File: config.mk
export PLATFORM = sky130hd
export DESIGN_NAME = tcs_top
export DESIGN_NICKNAME = d
export VERILOG_FILES = /design/src/pkg/tcs_pkg.sv /design/src/core/tcs_top.sv
export VERILOG_INCLUDE_DIRS = /design/src /design/src/pkg
export SDC_FILE = /design/constraint.sdc
export NUM_CORES = 1
export LEC_CHECK = 0
export BUFFER_PORTS_ARGS = -buffer_cell sky130_fd_sc_hd__buf_2
export CELL_PAD_IN_SITES_DETAIL_PLACEMENT = 0
export CELL_PAD_IN_SITES_GLOBAL_PLACEMENT = 1
export CORE_UTILIZATION = 40
export DETAILED_ROUTE_END_ITERATION = 6
export PLACE_DENSITY_LB_ADDON = 0.08
export SLEW_MARGIN = 20
export SYNTH_ARGS = -nofsm -noshare
export SYNTH_HDL_FRONTEND = slang
export SYNTH_SLANG_ARGS = --single-unit
File: constraint.sdc
create_clock -name CORE_CLK -period 3.7 [get_ports CORE_CLK]
set_input_delay 0 -clock CORE_CLK [delete_from_list [all_inputs] [get_ports CORE_CLK]]
set_output_delay 0 -clock CORE_CLK [all_outputs]
set_load 0.02 [all_outputs]
File: src/pkg/tcs_map.svh
// Summary of operation
// - On channel 0, clear codes 000 and 100 never clear the counter, and 000 is the reset value.
// - Clear code 001 clears on a general_reg_a event and 010 on a general_reg_b event, on every channel.
// - Clear code 011 (and 111 on channel 0) clears when another synchronised channel clears its own counter.
// - On channel 0, clear code 101 clears on a general_reg_c event and 110 on a general_reg_d event.
// - A general_reg_c or general_reg_d used as a buffer gives no event, so it never clears the counter.
// - A channel joins synchronous clearing only while its bit in channel_sync_register is 1.
// - On channels 1 and 2 the top clear-source bit reads 0 and ignores writes.
// - Prescale codes 000 to 011 count on the internal clock undivided, /4, /16 and /64.
// - On channel 0, prescale codes 100 to 111 count on external pins a, b, c and d.
// - On channel 1, codes 100 and 101 pick pins a and b, 110 picks /256, and software never writes 111.
// - On channel 2, codes 100 to 110 pick pins a, b and c, and 111 picks /1024.
// - A channel 1 or 2 in phase counting mode ignores its prescale selection.
// - Edge select 00 counts rising edges, 01 falling edges and 1x both edges of any count clock except the undivided one.
`ifndef TCS_MAP_SVH
`define TCS_MAP_SVH

// Register byte offsets
`define TCS_OFS_CTRL0   8'h00
`define TCS_OFS_CTRL1   8'h04
`define TCS_OFS_CTRL2   8'h08
`define TCS_OFS_SYNC    8'h0C
`define TCS_OFS_MODE0   8'h10
`define TCS_OFS_MODE1   8'h14
`define TCS_OFS_MODE2   8'h18
`define TCS_OFS_STATUS  8'h1C

// Control register fields
`define TCS_CLR_MSB     7
`define TCS_CLR_LSB     5
`define TCS_EDGE_MSB    4
`define TCS_EDGE_LSB    3
`define TCS_PSC_MSB     2
`define TCS_PSC_LSB     0
`define TCS_CTRL_MASK_NARROW 8'h7F

// Mode register fields and writable masks
`define TCS_MODE_BUF_A  4
`define TCS_MODE_BUF_B  5
`define TCS_MODE_PHASE  2
`define TCS_MODE_MASK0  8'h30
`define TCS_MODE_MASK12 8'h04

// Reset values
`define TCS_CTRL_RST    8'h00
`define TCS_SYNC_RST    3'h0
`define TCS_MODE_RST    8'h00

// Clear-source codes
`define TCS_CLR_NONE    3'h0
`define TCS_CLR_A       3'h1
`define TCS_CLR_B       3'h2
`define TCS_CLR_SYNC    3'h3
`define TCS_CLR_NONE2   3'h4
`define TCS_CLR_C       3'h5
`define TCS_CLR_D       3'h6
`define TCS_CLR_SYNC2   3'h7

// Prescaler: divider width and the bit whose level is each divided clock
`define TCS_DIV_W       10
`define TCS_DIV4_BIT    1
`define TCS_DIV16_BIT   3
`define TCS_DIV64_BIT   5
`define TCS_DIV256_BIT  7
`define TCS_DIV1024_BIT 9

`endif

File: src/pkg/tcs_pkg.sv
`include "tcs_map.svh"

package tcs_pkg;

    // Whole state of the selector, registered as one word
    typedef struct packed {
        logic [2:0][7:0]           ctrl;
        logic [2:0][7:0]           mode;
        logic [2:0]                sync;
        logic [`TCS_DIV_W-1:0]     div;
        logic [3:0]                pin_s1;
        logic [3:0]                pin_s2;
        logic [2:0]                src_lvl;
        logic [2:0]                tick;
        logic [2:0]                clr;
        logic                      pready;
        logic                      pslverr;
        logic [31:0]               prdata;
    } tcs_state_t;

endpackage : tcs_pkg

File: src/core/tcs_top.sv
`timescale 1ns/1ps
`default_nettype none
`include "tcs_map.svh"

module tcs_top
    import tcs_pkg::*;
#(
    parameter int ADDR_W = 8
) (
    // Clock and reset
    input  wire logic              CORE_CLK,
    input  wire logic              RST,
    // APB slave
    input  wire logic              PSEL,
    input  wire logic              PENABLE,
    input  wire logic              PWRITE,
    input  wire logic [ADDR_W-1:0] PADDR,
    input  wire logic [31:0]       PWDATA,
    output var  logic              PREADY,
    output var  logic [31:0]       PRDATA,
    output var  logic              PSLVERR,
    // Compare match or capture events from the general registers
    input  wire logic [2:0]        MATCH_A,
    input  wire logic [2:0]        MATCH_B,
    input  wire logic              MATCH_C0,
    input  wire logic              MATCH_D0,
    // External count pins
    input  wire logic              EXT_COUNT_PIN_A,
    input  wire logic              EXT_COUNT_PIN_B,
    input  wire logic              EXT_COUNT_PIN_C,
    input  wire logic              EXT_COUNT_PIN_D,
    // Strobes to the counter datapath
    output var  logic [2:0]        CLEAR_STROBE,
    output var  logic [2:0]        COUNT_TICK
);

    // The decoder reads the low eight address bits, so narrower buses fail
    if (ADDR_W < 8) begin : g_bad_addr
        $error("tcs_top: ADDR_W must be at least 8");
    end

    tcs_state_t st_ff;
    tcs_state_t nxt_st;

    // Count-clock source: {enabled, every cycle, level}
    function automatic logic [2:0] sel_src(input int ch, input logic [2:0] psc,
            input logic [`TCS_DIV_W-1:0] dv, input logic [3:0] pins);
        logic [2:0] r;
        r = 3'h0;
        case (psc)
            3'h0: r = 3'h6;
            3'h1: r = {2'h2, dv[`TCS_DIV4_BIT]};
            3'h2: r = {2'h2, dv[`TCS_DIV16_BIT]};
            3'h3: r = {2'h2, dv[`TCS_DIV64_BIT]};
            3'h4: r = {2'h2, pins[0]};
            3'h5: r = {2'h2, pins[1]};
            3'h6: begin
                if (ch == 1) begin
                    r = {2'h2, dv[`TCS_DIV256_BIT]};
                end else begin
                    r = {2'h2, pins[2]};
                end
            end
            3'h7: begin
                if (ch == 0) begin
                    r = {2'h2, pins[3]};
                end else if (ch == 2) begin
                    r = {2'h2, dv[`TCS_DIV1024_BIT]};
                end else begin
                    r = 3'h0;    // Prohibited code on channel 1
                end
            end
            default: r = 3'h0;
        endcase
        return r;
    endfunction

    // Edge detector on the selected count clock
    function automatic logic edge_hit(input logic [1:0] es, input logic prv,
            input logic cur);
        logic h;
        if (es[1]) begin
            h = prv ^ cur;
        end else if (es[0]) begin
            h = prv & ~cur;
        end else begin
            h = ~prv & cur;
        end
        return h;
    endfunction

    // Clear from the channel's own general registers
    function automatic logic own_clear(input logic [2:0] code, input logic a,
            input logic b, input logic c, input logic d, input logic buf_a,
            input logic buf_b);
        logic h;
        case (code)
            `TCS_CLR_A: h = a;
            `TCS_CLR_B: h = b;
            `TCS_CLR_C: h = c & ~buf_a;
            `TCS_CLR_D: h = d & ~buf_b;
            default:    h = 1'b0;
        endcase
        return h;
    endfunction

    // Channel-level working signals
    logic [2:0] own_clr;
    logic [2:0] src_en;
    logic [2:0] src_every;
    logic [2:0] src_lvl;
    logic [3:0] evt_c;
    logic [3:0] evt_d;
    logic [2:0] clr_code [3];
    logic       acc_done;
    logic [7:0] addr_lo;

    assign addr_lo  = PADDR[7:0];
    assign acc_done = PSEL & PENABLE & st_ff.pready;
    assign evt_c    = {3'h0, MATCH_C0};
    assign evt_d    = {3'h0, MATCH_D0};

    // Clear code per channel; narrow channels read their top bit as zero
    always_comb begin
        for (int i = 0; i < 3; i++) begin
            clr_code[i] = st_ff.ctrl[i][`TCS_CLR_MSB:`TCS_CLR_LSB];
        end
    end

    // Source selection and own clear per channel
    always_comb begin
        logic [2:0] s;
        s = 3'h0;
        for (int i = 0; i < 3; i++) begin
            s = sel_src(i, st_ff.ctrl[i][`TCS_PSC_MSB:`TCS_PSC_LSB],
                        st_ff.div, st_ff.pin_s2);
            src_en[i]    = s[2];
            src_every[i] = s[1];
            src_lvl[i]   = s[0];
            own_clr[i] = own_clear(clr_code[i], MATCH_A[i], MATCH_B[i],
                                   evt_c[i], evt_d[i],
                                   st_ff.mode[i][`TCS_MODE_BUF_A],
                                   st_ff.mode[i][`TCS_MODE_BUF_B]);
        end
    end

    // Next-state logic: prescaler, pins, strobes and the APB slave
    always_comb begin
        logic [2:0] others;
        logic       clr_i;
        logic       tick_i;
        logic       phase;
        logic [7:0] wr;
        nxt_st = st_ff;
        others = 3'h0;
        clr_i  = 1'b0;
        tick_i = 1'b0;
        phase  = 1'b0;
        wr     = PWDATA[7:0];

        // Free-running prescaler; divided clocks are its bit levels
        nxt_st.div = st_ff.div + `TCS_DIV_W'(1);

        // Pins cross in through two flops before any logic sees them
        nxt_st.pin_s1 = {EXT_COUNT_PIN_D, EXT_COUNT_PIN_C,
                         EXT_COUNT_PIN_B, EXT_COUNT_PIN_A};
        nxt_st.pin_s2 = st_ff.pin_s1;
        nxt_st.src_lvl = src_lvl;

        for (int i = 0; i < 3; i++) begin
            // Only synchronised channels feed and take synchronous clears
            others = own_clr & st_ff.sync & ~(3'h1 << i);
            clr_i = own_clr[i];
            if (clr_code[i][1:0] == 2'h3 && st_ff.sync[i] && |others) begin
                clr_i = 1'b1;
            end
            tick_i = src_en[i] &
                     (src_every[i] |
                      edge_hit(st_ff.ctrl[i][`TCS_EDGE_MSB:`TCS_EDGE_LSB],
                               st_ff.src_lvl[i], src_lvl[i]));
            phase = (i != 0) && st_ff.mode[i][`TCS_MODE_PHASE];
            if (phase) begin
                tick_i = 1'b0;
            end
            nxt_st.clr[i]  = clr_i;
            nxt_st.tick[i] = tick_i & ~clr_i;
        end

        // APB answer is prepared in setup, so access finishes with no wait
        nxt_st.pready  = PSEL & ~PENABLE;
        nxt_st.pslverr = 1'b0;
        nxt_st.prdata  = 32'h0000_0000;
        if (PSEL && !PENABLE) begin
            case (addr_lo)
                `TCS_OFS_CTRL0:  nxt_st.prdata = {24'h0, st_ff.ctrl[0]};
                `TCS_OFS_CTRL1:  nxt_st.prdata = {24'h0, st_ff.ctrl[1]};
                `TCS_OFS_CTRL2:  nxt_st.prdata = {24'h0, st_ff.ctrl[2]};
                `TCS_OFS_SYNC:   nxt_st.prdata = {29'h0, st_ff.sync};
                `TCS_OFS_MODE0:  nxt_st.prdata = {24'h0, st_ff.mode[0]};
                `TCS_OFS_MODE1:  nxt_st.prdata = {24'h0, st_ff.mode[1]};
                `TCS_OFS_MODE2:  nxt_st.prdata = {24'h0, st_ff.mode[2]};
                `TCS_OFS_STATUS: nxt_st.prdata = {18'h0, st_ff.pin_s2,
                                                  st_ff.src_lvl, 1'b0,
                                                  st_ff.clr, st_ff.tick};
                default:         nxt_st.pslverr = 1'b1;
            endcase
            if (PADDR[ADDR_W-1:0] != ADDR_W'(addr_lo)) begin
                nxt_st.pslverr = 1'b1;
                nxt_st.prdata  = 32'h0000_0000;
            end
        end

        // A write lands only at the completing access edge
        if (acc_done && PWRITE && !st_ff.pslverr) begin
            case (addr_lo)
                `TCS_OFS_CTRL0: nxt_st.ctrl[0] = wr;
                `TCS_OFS_CTRL1: nxt_st.ctrl[1] =
                                    wr & `TCS_CTRL_MASK_NARROW;
                `TCS_OFS_CTRL2: nxt_st.ctrl[2] =
                                    wr & `TCS_CTRL_MASK_NARROW;
                `TCS_OFS_SYNC:  nxt_st.sync = wr[2:0];
                `TCS_OFS_MODE0: nxt_st.mode[0] = wr & `TCS_MODE_MASK0;
                `TCS_OFS_MODE1: nxt_st.mode[1] = wr & `TCS_MODE_MASK12;
                `TCS_OFS_MODE2: nxt_st.mode[2] = wr & `TCS_MODE_MASK12;
                default: ;
            endcase
        end
    end

    // State register with synchronous reset
    always_ff @(posedge CORE_CLK) begin
        if (RST) begin
            st_ff <= '0;
        end else begin
            st_ff <= nxt_st;
        end
    end

    // Outputs come straight from the state flops
    assign PREADY       = st_ff.pready;
    assign PRDATA       = st_ff.prdata;
    assign PSLVERR      = st_ff.pslverr;
    assign CLEAR_STROBE = st_ff.clr;
    assign COUNT_TICK   = st_ff.tick;
endmodule // tcs_top

`default_nettype wire

After elaboration in Yosys (flattened, before gate mapping)
Cells that the tools add are included.
{"block": "op_classes", "addsub": 1, "shifts": 0, "multipliers": 0, "n_lt_le_gt_ge": 0, "bitwise": 37, "muxes": 19, "n_reduce_logical": 27, "eq_ne": 39, "div": 0}
{"operator": "$pmux 14 s8", "count": 1}
{"operator": "$pmux 3 s8", "count": 3}
{"operator": "$eq 3x3->1 const B", "count": 14}
{"operator": "$eq 8x5->1 const B", "count": 4}
{"operator": "$eq 3x2->1 const B", "count": 7}
{"operator": "$and 1x1->1", "count": 17}
{"operator": "$eq 8x4->1 const B", "count": 2}
{"operator": "$reduce_and 2->1", "count": 7}
{"operator": "$not 1->1", "count": 13}
{"operator": "$eq 3x1->1 const B", "count": 4}
{"operator": "$mux 1", "count": 12}
{"operator": "$add 10x1->10 const B", "count": 1}
{"operator": "$eq 2x2->1 const B", "count": 5}
{"operator": "$logic_and 1x1->1", "count": 9}
{"operator": "$logic_not 3->1", "count": 3}
{"operator": "$eq 8x3->1 const B", "count": 1}
{"operator": "$logic_not 8->1", "count": 1}
{"operator": "$reduce_or 2->1", "count": 4}
{"operator": "$reduce_or 8->1", "count": 1}
{"operator": "$eq 2x1->1 const B", "count": 2}
{"operator": "$pmux 1 s2", "count": 2}
{"operator": "$pmux 1 s4", "count": 1}
{"operator": "$and 3x3->3", "count": 1}
{"operator": "$or 1x1->1", "count": 3}
{"operator": "other kinds (2)", "count": 5}
{"block": "word_totals", "input_bits": 57, "romBits": 0, "latch_bits": 0, "register_bits": 90, "word_cells": 139, "ramBits": 0, "output_inout_bits": 40, "memories": 0}

Depth between registers and ports, before layout
{"block": "depth", "depth_word": 10, "mapped_depth": 10, "ltp_nobuf": 9}

Worst setup path after synthesis
Ideal clock, no wire load.
{"block": "synth_timing", "kind": "reg-to-reg", "start": "reg st_ff[105] (netlist name)", "end": "reg st_ff (netlist bit COUNT_TICK[2])", "n_path_buf": 1, "setup_slack_ns": 1.649, "t_arrival_ns": 1.935, "t_required_ns": 3.584, "synth_period_minus_slack_ns": 2.051, "path_stages_with_launch": 9, "setup_time_ns": 0.116, "path_cell_list": "dfxtp_1 -> clkbuf_1 -> mux2i_1 -> mux4_2 -> ha_1 -> mux2_2 -> o21ai_0 -> o31ai_1 -> and3_1"}
{"block": "synth_via", "elab_chain_len": 10}
{"element": "from (decl)", "line_no": "tcs_top.sv:42", "source": "tcs_state_t st_ff;"}
{"element": "from (signal assigned)", "line_no": "tcs_top.sv:235", "source": "st_ff <= nxt_st;"}
{"element": "$eq 3x3->1 (tied with other cells)", "line_no": "tcs_top.sv:50", "source": "case (psc)"}
{"element": "$pmux 3 s8 *", "line_no": "tcs_top.sv:50"}
{"element": "$not 1->1", "line_no": "tcs_top.sv:85", "source": "h = prv & ~cur;"}
{"element": "$and 1x1->1", "line_no": "tcs_top.sv:85"}
{"element": "$mux 1", "line_no": "tcs_top.sv:84", "source": "end else if (es[0]) begin"}
{"element": "$mux 1", "line_no": "tcs_top.sv:82", "source": "if (es[1]) begin"}
{"element": "$or 1x1->1 *", "line_no": "tcs_top.sv:178", "source": "(src_every[i] |"}
{"element": "$and 1x1->1 *", "line_no": "tcs_top.sv:177", "source": "tick_i = src_en[i] &"}
{"element": "$mux 1 *", "line_no": "tcs_top.sv:182", "source": "if (phase) begin"}
{"element": "$and 1x1->1 *", "line_no": "tcs_top.sv:186", "source": "nxt_st.tick[i] = tick_i & ~clr_i;"}
Every way passes the cells marked *; elsewhere a longest branch is shown, timed or not. The select of a mux whose other input is x is not followed.
A chain may end at the register's enable or synchronous reset.

Worst setup path after layout
Same ends and word-level chain as after synthesis.

==> flow_summary.toml <==
[global_route]
grt_antenna_before_repair = 0
grt_pass1_vias = 2575
grt_max_degree = 63
overflow = 0
grt_use_total_pct = 18.20
grt_first_pass_wirelength_um = 13580

[routing]
dr.pass1.iters = 4
totalWireLength_um = 8273
drt_iter0_markers = 108
drc = 0
avgRoutedWirePerCell_um = 15.10
vias = 2694
viasPerCell = 4.916
ant_nets = 0

[logic_synthesis]
synth_top_family_by_area = "simple AND/OR/NAND/NOR gates"
yosys_warnings = 0
syn-mean-instance-area_um2 = 9.442
yosys.area.top_type = "dfxtp_1"
synth.distinct_cells = 47
ys_seq_area_share_pct = 38.45
syn_area_mm2 = 0.003749
syn_inst = 397
synth_edf_count = 0
ys_ff_latch = 72
synthMuxAreaShare_pct = 13.72
synth.top_cell.area_share_pct = 38.45
synth_compound_area_share_pct = 8.344
synth_fa_ha_area_share_pct = 5.340
synthFlopType = "dfxtp_1"
async_reset_ff_share_pct = 0
synth_simple_gate_area_share_pct = 20.76
synth_area_leaders = "dfxtp_1 (38%), mux2i_1 (10%), buf_4 (7.6%)"
synth_xor_area_share_pct = 1.869

[cts]
post_cts_resized = 0
clock_latency_ps = 350
numCtsBuffers = 9
cts_setup_buffers = 0
clk_path_buf_depth = 2
clk_pin_slew_ps = 80
cts_tree = "yes"
clock-root-buffer = "clkbuf_8"
postCtsHoldBufs = 12
htreeDepth = 3
cts_sinks = 72

[worst_setup_path]
required_ps = 3940
r2r_cells = 7
worst_setup_path_start_kind = "flop"
crit_family = "multiplexers"
path_class = "flop to flop"
cp_max_fo = 7
max_stage_delay_ps = 510
cp-end-kind = "flop"
cpMaxStageDelayCell = "dfxtp_1"
path_buf_inv = 0
cp.arrival_ps = 2390
cp.depth = 7
path_cells = "mux2i_1, mux4_2, ha_1, mux2_2, o21ai_0, o31ai_1, and3_1"

[placed_design]
hpwl_um = 5989
numPortBuffers = 54
gpl.final_weighted_congestion = 0.7980

[timing]
tns_ps = 0
rsz0062_at_grt = "false"
finClkSkew_ps = 11.25
min_period_ps = 2144
tightest_slew_ps = 663.1
maxSlewHeadroom_pct = 55.42
slew_violations = 0
period_share_pct = 57.95
holdWs_ps = 15.60
fmax_mhz = 466.4
finalHoldViolCount = 0
setup_violations = 0

[power]
vdd.ir_drop.worst_mv = 0.2147
finalPower_mw = 1.673
p_per_area_mw_per_mm2 = 394.1
p_leak_nw = 1.841

[cells_and_area]
final_common_cell = "dfxtp_1"
nNetsFinal = 508
area_delta_synth_final_pct = 13.28
nFillCells = 884
n_antenna_cell = 0
drive_gt1_share_pct = 20.00
mostFrequentLayoutCells = "dfxtp_1 (72), buf_2 (54), mux2i_1 (39), nand2b_1 (39), nor2_1 (24)"

[flow_run]
drv_cap = 0

[floorplanning]
io_pins = 97
rows = 34
die_area_mm2 = 0.009762
fp.dieH_um = 98.81
die_w_um = 98.81
initial_core_util_pct = 42.16
core_area_mm2 = 0.008891

[status]
status = "completed"

[worst_hold_path]
worstHoldPathType = "input pin to flop"
min_path_cells = 3
[where the power goes]
part           leakage [nW]  total (mW)  switching (mW)  internal, mW
logic                  1.13       0.106          0.0633        0.0425
registers             0.584       0.791         0.00742         0.784
clock network         0.126       0.777           0.320         0.457
[state kept, by name, indices dropped and copies added, names as in the netlist]
register      cells
nxt_st            4
st_ff            39
clr_code          7
PSLVERR           1
PREADY            1
COUNT_TICK        3
PRDATA           14
CLEAR_STROBE      3
[kinds of logic after synthesis]
family | after synthesis
adders and majority gates | 16
buffers and inverters | 74
muxes | 48
DFF | 72
xor gates and xnor gates | 8
and+or+nand+nor | 135
other | 1
AOI/OAI and AO/OA | 43
[Yosys cell counts (4+ instances only)]
cell / count
dfxtp_1: 72
mux2i_1: 39
nand2b_1: 39
buf_4: 38
nor2_1: 24
clkbuf_1: 20
ha_1: 16
inv_1: 15
nand2_1: 15
nor2b_1: 13
a21oi_1: 11
and3_1: 7
mux2_2: 7
and2_1: 6
nand3_1: 6
xor2_1: 6
a22o_1: 5
a22oi_1: 5
nand4_1: 5
nand4b_1: 4
nor3_1: 4
[worst paths after layout]
| check | from | endpoint | slack [ps] |
|---|---|---|---|
| setup reg to reg | st_ff[105]$_SDFFE_PP0P_ | COUNT_TICK[2]$_SDFF_PP0_ | 1560 |
| setup / recovery | st_ff[105]$_SDFFE_PP0P_ | COUNT_TICK[2]$_SDFF_PP0_ | 1560 |
| hold / removal | PWDATA[4] | st_ff[100]$_SDFFE_PP0P_ | 20 |
| hold reg to reg | nxt_st[43]$_SDFF_PP0_ | st_ff[43]$_SDFF_PP0_ | 440 |
[metal layers]
layer	wire length, um	global-route usage (%)
met1	4261	26.02
met2	3601	27.76
met3	313	2.624
met4	97	6.659
met5	0	0
[metrics by stage]
step	instances	util [%]	cell area, um2	setup WS [ps]
detailed placement	520	43.51	3869	1539
global route	548	47.76	4247	1392
floorplan	414	-	3812	1649
finish	548	47.76	4247	1556
global placement	520	43.51	3869	1564
CTS	548	47.69	4240	1528
[final cells by class]
cell class	instances	area, um2	area share, %
clock inverter	7	127.6	3.005
sequential	72	1441	33.94
inverter	15	56.30	1.326
multi-input combinational	268	1949	45.90
timing repair buffer	69	412.9	9.723
clock buffer	9	123.9	2.917
tap	108	135.1	3.182
[worst reg2reg max path, delay by kind of cell, from the launching register on]
family	cells	cell delay [ps]
muxes	3	880
DFF	1	510
AOI/OAI and AO/OA	2	260
adders and majority gates	1	200
and+or+nand+nor	1	190
No activity file was read; power rests on OpenSTA's default activity.
